$ cat config.mk
export PLATFORM = sky130hd
export DESIGN_NAME = twc_port
export DESIGN_NICKNAME = d
export VERILOG_FILES = /design/src/hw/twc_pkg.sv /design/src/hw/twc_port.sv
export SDC_FILE = /design/constraint.sdc
export NUM_CORES = 1
export LEC_CHECK = 0
export BUFFER_PORTS_ARGS = -buffer_cell sky130_fd_sc_hd__clkbuf_2
export CORE_ASPECT_RATIO = 0.75
export CORE_MARGIN = 4
export CORE_UTILIZATION = 68
export CTS_BUF_LIST = sky130_fd_sc_hd__clkbuf_4 sky130_fd_sc_hd__clkbuf_8
export DETAILED_ROUTE_END_ITERATION = 10
export PLACE_DENSITY = 0.87
export REMOVE_ABC_BUFFERS = 1
export SYNTH_ARGS = -nofsm -noshare
export SYNTH_HDL_FRONTEND = slang
export SYNTH_SLANG_ARGS = --single-unit
$ cat constraint.sdc
create_clock -name sys_clk_i -period 4.5 [get_ports sys_clk_i]
set_clock_uncertainty 0.1 [all_clocks]
set_input_delay 0 -clock sys_clk_i [delete_from_list [all_inputs] [get_ports sys_clk_i]]
set_output_delay 0 -clock sys_clk_i [all_outputs]
set_load 0.05 [all_outputs]
$ cat src/hw/twc_pkg.sv
`default_nettype none
package twc_pkg;
  localparam int             REG_W        = 8;
  localparam int             PTR_W        = 4;
  localparam int             CONV_W       = 10;
  localparam logic [6:0]     SLAVE_BASE   = 7'h08;
  localparam int             ADR_BIT_1    = 6;
  localparam int             ADR_BIT_0    = 5;
  localparam logic [3:0]     REG_CTRL0    = 4'h0;
  localparam logic [3:0]     REG_CTRL1    = 4'h1;
  localparam logic [3:0]     REG_MON      = 4'hA;
  localparam logic [3:0]     REG_CONV     = 4'hD;
  localparam logic [3:0]     REG_RES_HI   = 4'hE;
  localparam logic [3:0]     REG_RES_LO   = 4'hF;
  localparam int             NUM_RW       = 14;
  localparam logic [7:0]     REG_RESET    = 8'h00;
  localparam int             MON_PD_BIT   = 1;
  localparam int             MON_BIAS_BIT = 0;
  localparam int             CONV_OFF_BIT = 7;
  localparam int             OSC_OFF_BIT  = 6;
  localparam int             RES_LO_W     = 2;
  localparam logic [2:0]     LAST_BIT     = 3'h7;
  localparam logic [2:0]     FIRST_BIT    = 3'h0;
  localparam logic [2:0]     BIT_STEP     = 3'h1;
  localparam int             TEMP_OFFSET  = 264;
  localparam int             TEMP_STEP    = 6;

  typedef enum logic [1:0] {
    MON_TEMP   = 2'b00,
    MON_SUPPLY = 2'b01,
    MON_PD     = 2'b10,
    MON_BIAS   = 2'b11
  } twc_mon_t;

  typedef enum logic [2:0] {
    ST_IDLE  = 3'b000,
    ST_ADDR  = 3'b001,
    ST_REG   = 3'b010,
    ST_WDATA = 3'b011,
    ST_ACK   = 3'b100,
    ST_RDATA = 3'b101,
    ST_WAIT  = 3'b110
  } twc_state_t;

  typedef struct packed {
    logic       chip_on;
    logic [1:0] photodiode_range;
    logic       open_loop_select;
    logic       fault_shutdown_on;
    logic       output_invert;
    logic       equalizer_on;
    logic       photodiode_direction;
  } twc_ctrl0_t;

  typedef struct packed {
    logic weak_pullup_select;
    logic high_follower_current_on;
    logic high_equalizer_gain_on;
    logic high_modulation_current_on;
    logic offset_cancel_off;
    logic bias_sink_select;
    logic output_stage_only_off;
    logic log_feature_on;
  } twc_ctrl1_t;

  // reference for models only, not synthesised into the port
  function automatic int twc_temp_c(input logic [9:0] reading);
    return (int'(reading) - TEMP_OFFSET) / TEMP_STEP;
  endfunction
endpackage
`default_nettype wire

$ cat src/hw/twc_port.sv
// Overview of operation
// - monitor select routes source to converter
// - photodiode readout only when its bit set
// - bias readout only when its bit set
// - both off bits stop the converter
// - temperature equals reading minus 264, over 6
// - pull-up bit selects weak serial pull-ups
// - slave only; master clocks and frames
// - write: address, register, one byte, stop
// - grounded straps set the two leading address bits
// - data falls with clock high: start
// - data rises with clock high: stop
// - repeated start begins new address phase
// - one data byte per transfer, acknowledged
// - acknowledge held low through clock high
// - no address match leaves data high
// - extra bytes not acknowledged
// - read via repeated start returns one byte
// - control 0 field layout
// - control 1 field layout
// - registers 0x00 to 0x0D written, 0x00 to 0x0F read
// - power-up clears registers 0x00 to 0x0D
// - converter result split over 14 and 15
`timescale 1ns/100ps
`default_nettype none
module twc_port #(
  parameter int CONV_W = twc_pkg::CONV_W
) (
  input  wire logic               sys_clk_i,
  input  wire logic               sys_rst_i,
  input  wire logic               scl_i,
  input  wire logic               sda_i,
  output logic                    sda_o,
  output logic                    sda_oe_n_o,
  input  wire logic               address_strap_0_n_i,
  input  wire logic               address_strap_1_n_i,
  input  wire logic [CONV_W-1:0]  converter_reading_i,
  output twc_pkg::twc_ctrl0_t     primary_control_o,
  output twc_pkg::twc_ctrl1_t     secondary_control_o,
  output twc_pkg::twc_mon_t       monitor_source_select_o,
  output logic                    converter_stop_o,
  output logic                    photodiode_digital_readout_o,
  output logic                    bias_digital_readout_o,
  output logic                    weak_pullup_select_o
);
  //////////////////////////////////////////////////////////////////////////
  // pin synchronisers; first stage read only by second
  logic [3:0] pin_meta;
  logic [3:0] pin_sync;
  logic       scl_d;
  logic       sda_d;
  always_ff @(posedge sys_clk_i) begin
    pin_meta <= {scl_i, sda_i, address_strap_1_n_i, address_strap_0_n_i};
    pin_sync <= pin_meta;
  end
  wire scl_s = pin_sync[3];
  wire sda_s = pin_sync[2];

  always_ff @(posedge sys_clk_i) begin
    if (sys_rst_i) begin
      scl_d <= 1'b1;
      sda_d <= 1'b1;
    end else begin
      scl_d <= scl_s;
      sda_d <= sda_s;
    end
  end

  wire scl_rise = scl_s & ~scl_d;
  wire scl_fall = ~scl_s & scl_d;
  wire start_c  = scl_s & scl_d & sda_d & ~sda_s;
  wire stop_c   = scl_s & scl_d & ~sda_d & sda_s;

  // grounded strap (low) sets its address bit: strap 1 bit 6, strap 0 bit 5
  logic [6:0] slave_addr;
  always_comb begin
    slave_addr = twc_pkg::SLAVE_BASE;
    slave_addr[twc_pkg::ADR_BIT_1] = ~pin_sync[1];
    slave_addr[twc_pkg::ADR_BIT_0] = ~pin_sync[0];
  end

  //////////////////////////////////////////////////////////////////////////
  // protocol engine
  twc_pkg::twc_state_t state;
  twc_pkg::twc_state_t after_ack;
  logic [7:0]          shreg;
  logic [2:0]          bit_cnt;
  logic                byte_full;
  logic                pull_low;
  logic                wr_pend;
  logic [3:0]          reg_ptr;
  logic [7:0]          wr_data;
  logic [7:0]          regs [twc_pkg::NUM_RW];

  function automatic logic [7:0] read_sel(input logic [3:0] ptr,
                                          input logic [7:0] stored,
                                          input logic [CONV_W-1:0] conv);
    logic [7:0] r;
    r = stored;
    if (ptr == twc_pkg::REG_RES_HI)
      r = conv[CONV_W-1 -: 8];
    else if (ptr == twc_pkg::REG_RES_LO)
      r = {6'h00, conv[twc_pkg::RES_LO_W-1:0]};
    return r;
  endfunction

  wire       rx_state  = (state == twc_pkg::ST_ADDR) ||
                         (state == twc_pkg::ST_REG) ||
                         (state == twc_pkg::ST_WDATA);
  wire       addr_hit  = (shreg[7:1] == slave_addr);
  wire       rd_req    = shreg[0];
  wire       byte_evt  = scl_fall & byte_full & rx_state;
  wire       ack_end   = scl_fall & (state == twc_pkg::ST_ACK);
  wire       wr_commit = ack_end & wr_pend;
  wire [7:0] stored    = (reg_ptr < 4'(twc_pkg::NUM_RW)) ? regs[reg_ptr]
                                                         : twc_pkg::REG_RESET;
  wire [7:0] rd_byte   = read_sel(reg_ptr, stored, converter_reading_i);

  always_ff @(posedge sys_clk_i) begin
    if (sys_rst_i) begin
      state     <= twc_pkg::ST_IDLE;
      after_ack <= twc_pkg::ST_IDLE;
      shreg     <= 8'h00;
      bit_cnt   <= twc_pkg::FIRST_BIT;
      byte_full <= 1'b0;
      pull_low  <= 1'b0;
      wr_pend   <= 1'b0;
      reg_ptr   <= 4'h0;
      wr_data   <= 8'h00;
    end else if (start_c) begin
      state     <= twc_pkg::ST_ADDR;
      bit_cnt   <= twc_pkg::FIRST_BIT;
      byte_full <= 1'b0;
      pull_low  <= 1'b0;
      wr_pend   <= 1'b0;
    end else if (stop_c) begin
      state     <= twc_pkg::ST_IDLE;
      byte_full <= 1'b0;
      pull_low  <= 1'b0;
      wr_pend   <= 1'b0;
    end else begin
      unique case (state)
        twc_pkg::ST_IDLE, twc_pkg::ST_WAIT: begin
          pull_low <= 1'b0;
        end
        twc_pkg::ST_ADDR, twc_pkg::ST_REG, twc_pkg::ST_WDATA: begin
          if (scl_rise) begin
            shreg     <= {shreg[6:0], sda_s};
            bit_cnt   <= bit_cnt + twc_pkg::BIT_STEP;
            byte_full <= (bit_cnt == twc_pkg::LAST_BIT);
          end else if (byte_evt) begin
            byte_full <= 1'b0;
            state     <= twc_pkg::ST_ACK;
            pull_low  <= 1'b1;
            if (state == twc_pkg::ST_ADDR) begin
              after_ack <= rd_req ? twc_pkg::ST_RDATA
                                  : twc_pkg::ST_REG;
              if (!addr_hit) begin
                state    <= twc_pkg::ST_WAIT;
                pull_low <= 1'b0;
              end
            end else if (state == twc_pkg::ST_REG) begin
              reg_ptr   <= shreg[3:0];
              after_ack <= twc_pkg::ST_WDATA;
              if (shreg[7:4] != 4'h0) begin
                state    <= twc_pkg::ST_WAIT;
                pull_low <= 1'b0;
              end
            end else begin
              wr_data   <= shreg;
              wr_pend   <= (reg_ptr < 4'(twc_pkg::NUM_RW));
              after_ack <= twc_pkg::ST_WAIT;
            end
          end
        end
        twc_pkg::ST_ACK: begin
          if (ack_end) begin
            wr_pend <= 1'b0;
            bit_cnt <= twc_pkg::FIRST_BIT;
            state   <= after_ack;
            if (after_ack == twc_pkg::ST_RDATA) begin
              shreg    <= rd_byte;
              pull_low <= ~rd_byte[7];
            end else begin
              pull_low <= 1'b0;
            end
          end
        end
        twc_pkg::ST_RDATA: begin
          if (scl_fall) begin
            if (bit_cnt == twc_pkg::LAST_BIT) begin
              // master's ack is not needed: one byte per transfer
              pull_low <= 1'b0;
              state    <= twc_pkg::ST_WAIT;
            end else begin
              shreg    <= {shreg[6:0], 1'b0};
              pull_low <= ~shreg[6];
              bit_cnt  <= bit_cnt + twc_pkg::BIT_STEP;
            end
          end
        end
        default: begin
          state    <= twc_pkg::ST_IDLE;
          pull_low <= 1'b0;
        end
      endcase
    end
  end

  // open drain: only ever pulls low, never drives high
  assign sda_o      = 1'b0;
  assign sda_oe_n_o = ~pull_low;

  //////////////////////////////////////////////////////////////////////////
  // register file; 14 and 15 are read-only converter result
  for (genvar i = 0; i < twc_pkg::NUM_RW; i++) begin : g_reg
    always_ff @(posedge sys_clk_i) begin
      if (sys_rst_i)
        regs[i] <= twc_pkg::REG_RESET;
      else if (wr_commit && reg_ptr == 4'(i))
        regs[i] <= wr_data;
    end
  end

  wire [7:0] conv_reg = regs[twc_pkg::REG_CONV];
  wire [7:0] mon_reg  = regs[twc_pkg::REG_MON];

  assign primary_control_o   = regs[twc_pkg::REG_CTRL0];
  assign secondary_control_o = regs[twc_pkg::REG_CTRL1];
  assign weak_pullup_select_o =
    secondary_control_o.weak_pullup_select;
  assign monitor_source_select_o =
    twc_pkg::twc_mon_t'(conv_reg[1:0]);
  assign converter_stop_o = conv_reg[twc_pkg::CONV_OFF_BIT] &
                            conv_reg[twc_pkg::OSC_OFF_BIT];
  assign photodiode_digital_readout_o =
    mon_reg[twc_pkg::MON_PD_BIT];
  assign bias_digital_readout_o =
    mon_reg[twc_pkg::MON_BIAS_BIT];
endmodule // twc_port
`default_nettype wire

== Yosys cells after proc, flatten, opt, wreduce, memory -nomap -nowiden ==
Memories as Yosys holds them, arrays and structs flattened. A register that Yosys moved wholly into a read port is not among the register bits.
Cells that the tools add are included.
W data, S select, Z words.
Word-level totals
  register bits after elaboration: 42
  RAM bits: 112
  input port bits: 16
  word-level logic and storage cells: 242
  memories kept: 1
Memory list
  regs: depth 14, bits a word 8, rd ports 5, clocked after memory_dff 1, write ports 14, RTL line twc_port.sv:93  | logic [7:0] regs [twc_pkg::NUM_RW];
Operators by class
  add/sub/neg operators: 1
  order comparisons: 1
  eq/ne operators: 40
  mux-type cells: 108
  bitwise logic cells: 41
  reduce and logical (&&, ||, !) cells: 36
Operators with widths (number)
  $mux W8: 22
  $mux W1: 63
  $mux W3: 13
  $eq A4 B4 Y1 const B: 8
  $pmux W8 S3: 1
  $reduce_and A6 Y1: 4
  $ne A4 B4 Y1 const B: 5
  $ne A2 B2 Y1 const B: 9
  $eq A4 B3 Y1 const B: 4
  $eq A3 B3 Y1 const B: 5
  $not A1 Y1: 15
  $logic_and A1 B1 Y1: 14
  $or A1 B1 Y1: 14
  $reduce_and A7 Y1: 2
  $and A1 B1 Y1: 12
  $pmux W3 S4: 1
  $pmux W3 S3: 1
  $eq A4 B2 Y1 const B: 2
  $mux W4: 2
  $reduce_and A8 Y1: 1
  $eq A7 B7 Y1: 1
  $eq A3 B2 Y1 const B: 2
  $mux W2: 3
  $reduce_or A3 Y1: 2
  other kinds (18): 21

== Depth between registers and ports, before layout ==
  depth after elaboration: 9
  mapped depth: 8

== Least setup slack after synthesis ==
OpenSTA, ideal clock, no wires.
  kind: register to register
  start point: register pin_sync[3]
  end point: memory regs[12][0], enable pin
  arrival: 1.645 ns
  data required time: 4.025 ns
  setup slack: 2.380 ns
  stages on the path, launching flop included: 6
  cell sequence: dfxtp_1 -> clkbuf_2 -> nor3b_2 -> nand3_1 -> or3_1 -> o21bai_1
RTL lines
  start: declaration: RTL line twc_port.sv:49  | logic [3:0] pin_sync;
  start signal: assignment: RTL line twc_port.sv:54  | pin_sync <= pin_meta;
  end: declaration: RTL line twc_port.sv:93

==> impl_metrics.toml <==
[setup_path]
crit_type = "reg -> reg"
critical_path_arrival_ns = 2.75
path_depth = 4
r2r_start = "state[2]"
cp-start-kind = "register"
critical-path-top-delay-family = "simple AND/OR/NAND/NOR gates"
crit_chain = "nor2b_2 -> nand3_1 -> or3_1 -> o21bai_1"
end_kind = "register"
slowest_delay_ns = 0.61
reg2regPathDepth = 4
worstPathBufferInverterCount = 0
cpMaxStageDelayCell = "dfxtp_1"
startpoint = "state[2]"
required_ns = 4.50
path_max_fanout = 16

[drt]
wl_per_cell_um = 23.03
dr.first_iter.drc_count = 598
drt-total-wl_um = 17780
vias = 4986
drt_pass1_iterations = 5
vias_per_cell = 6.459
drcViolationCount = 0
drtAntennaViolNets = 0

[floorplanning]
fp.dieH_um = 98.25
dieArea_mm2 = 0.01261
rows = 32
pin_count = 40
initial_core_util_pct = 70.67
die_w_um = 128.3
core_mm2 = 0.01045

[synthesis]
async_flop_share_pct = 0
syn_avg_cell_area_um2 = 12.56
yosys_register_bits = 158
synthTopCellsByArea = "edfxtp_1 (46%), dfxtp_1 (12%), and2_1 (9.6%)"
syn_inst = 588
yosysMostFrequentCell = "and2_1"
yosys-top-cells-count = "and2_1 (113), edfxtp_1 (112), dfxtp_1 (46)"
synthFlopType = "edfxtp_1"
synth_warnings = 0
synth_cell_types = 58
yosysTopAreaCell = "edfxtp_1"
synth_edf_count = 112
seq_area_frac_synth_pct = 58.01
netlist_area_mm2 = 0.007385
yosysTopAreaCellShare_pct = 45.54

[sta]
slew_viol_final = 0
rsz0062_at_grt = "false"
finalSetupViolations = 0
fin_crit_ns = 2.757
hold_viol = 0
setup_tns_ns = 0
timing.hold.ws_ns = 0.06591
worst_pin_slew_ns = 1.104
slew_headroom_pct = 26.33
setup_ws_ns = 1.743
finalCritPeriodShare_pct = 61.27
fmax_ghz = 0.3627

[power]
ir_drop_mv = 0.2569
p_seq_share_pct = 53.7
power_frac_comb_pct = 4.9
power_frac_clock_pct = 41.4
p_leak_nw = 2.919
p_int_w = 0.002386
p_switching_w = 0.0006698
power.density_mw_per_mm2 = 374.6
swShare_pct = 21.92

[clock_network]
cts.sinks = 158
cts_root_buffer = "clkbuf_8"
clk_pin_slew_ns = 0.09
cts_tree = "built"
ctsResizeCount = 0
worst_skew_pair.late_latency_ns = 0.46
numCtsBuffers = 17
h-tree-depth = 4
cts_buffer_depth = 2

[layout]
syn2layout_area_growth_pct = 10.47
drive_above_1_share_pct = 19.50
stdcell_count = 772
num-nets-final = 641
diodes = 0
utilization_pct = 78.07

[global_route]
grt_max_degree = 31
antenna_found_initial = 0
track_usage_pct = 29.89
grt_pass1_vias = 4993
overflow = 0
grt_first_pass_wirelength_um = 27770

[place]
dp_hpwl_um = 12200
dp_slack_ns = 1.786
io_buffer_count = 38
gp_congestion = 0.9637
dpl.cell_count = 730

[hold_path]
whs_path_depth = 2
hold_path_class = "in -> reg"
min_from = "sys_rst_i"

[status]
outcome = "complete, no violations"

[job]
maxCapViolCount = 0
[layout by cell type, fill, tap and decap left out, types with 4 or more instances in the layout]
cell | Yosys | final
and2_1 | 113 | 113
a22oi_1 | 6 | 6
nand2b_1 | 4 | 4
mux4_2 | 23 | 23
nor2b_1 | 7 | 7
a21o_1 | 15 | 15
nor2_1 | 40 | 40
o22ai_1 | 6 | 6
nor3b_1 | 8 | 8
and3_1 | 5 | 5
nor3_1 | 13 | 13
a21oi_1 | 13 | 13
edfxtp_1 | 112 | 112
clkbuf_8 | 4 | 21
clkbuf_2 | 1 | 38
buf_4 | 4 | 4
or3_1 | 4 | 4
nand3_1 | 7 | 7
mux2_2 | 13 | 13
bufinv_16 | 0 | 5
dlygate4sd3_1 | 0 | 10
o21ai_0 | 17 | 17
nand2_1 | 22 | 22
inv_1 | 5 | 5
mux2i_1 | 17 | 17
and4_1 | 5 | 5
dfxtp_1 | 46 | 46
[per-layer routing]
layer	global-route usage (%)	routed length (µm)
met1	41.48	7075
met5	0	0
met3	7.928	1714
met4	9.869	395
met2	46.38	8592
[power by group through the flow]
stage	registers (W)	logic [W]	clock network (W)
after floorplan	0.00169	0.0000675	0
after global placement	0.00167	0.000139	0
after detailed placement	0.00167	0.000142	0
after CTS	0.00164	0.000149	0.00126
after global routing	0.00164	0.000160	0.00133
final	0.00164	0.000151	0.00127
[cell families (layout without fill, tap and decap cells)]
family                     after synthesis  count (layout)  share of synthesized area [%]
other                                    1               1                        0.05078
and+or+nand+nor                        248             248                          19.37
AOI/OAI and AO/OA                       82              82                          7.506
DFF                                    158             158                          58.01
muxes                                   53              53                          11.30
adders and majority gates                2               2                         0.3388
buffers and inverters                   41              89                          3.067
xor gates and xnor gates                 3               3                         0.3559
[final timing paths]
kind / end / slack (ns)
max reg2reg: regs[12][3] / 1.74
min: wr_data[1] / 0.07
min reg2reg: pin_sync[0] / 0.23
max: regs[12][3] / 1.74
[sequential cells by signal, summed over array words and instances (netlist names), named ones only]
signal,cells
after_ack,3
bit_cnt,3
byte_full,1
pin_meta,4
pin_sync,4
pull_low,1
reg_ptr,4
regs,112
scl_d,1
sda_d,1
shreg,8
state,3
wr_data,8
wr_pend,1
[area by class of cell]
cell class	count	area, µm²
Timing Repair Buffer	52	320.3
Sequential cell	158	4284
Tap cell	136	170.2
Multi-Input combinational cell	389	2874
Inverter	5	18.77
Clock buffer	21	289.0
Clock inverter	11	201.4
Fill cell	626	2292
[per-stage QoR]
step           instance area, µm²  power, W
2_1_floorplan                7177  0.001756
3_3_place_gp                 7567  0.001807
3_5_place_dp                 7567  0.001813
4_1_cts                      8158  0.003050
5_1_grt                      8158  0.003133
6_report                     8158  0.003056
[what timing repair did]
item                                   4_1_cts  5_1_grt
hold buffers                                10        0
buffers inserted                             0        0
endpoints found under the hold margin       11        0
(Power assumes the default switching activity.)
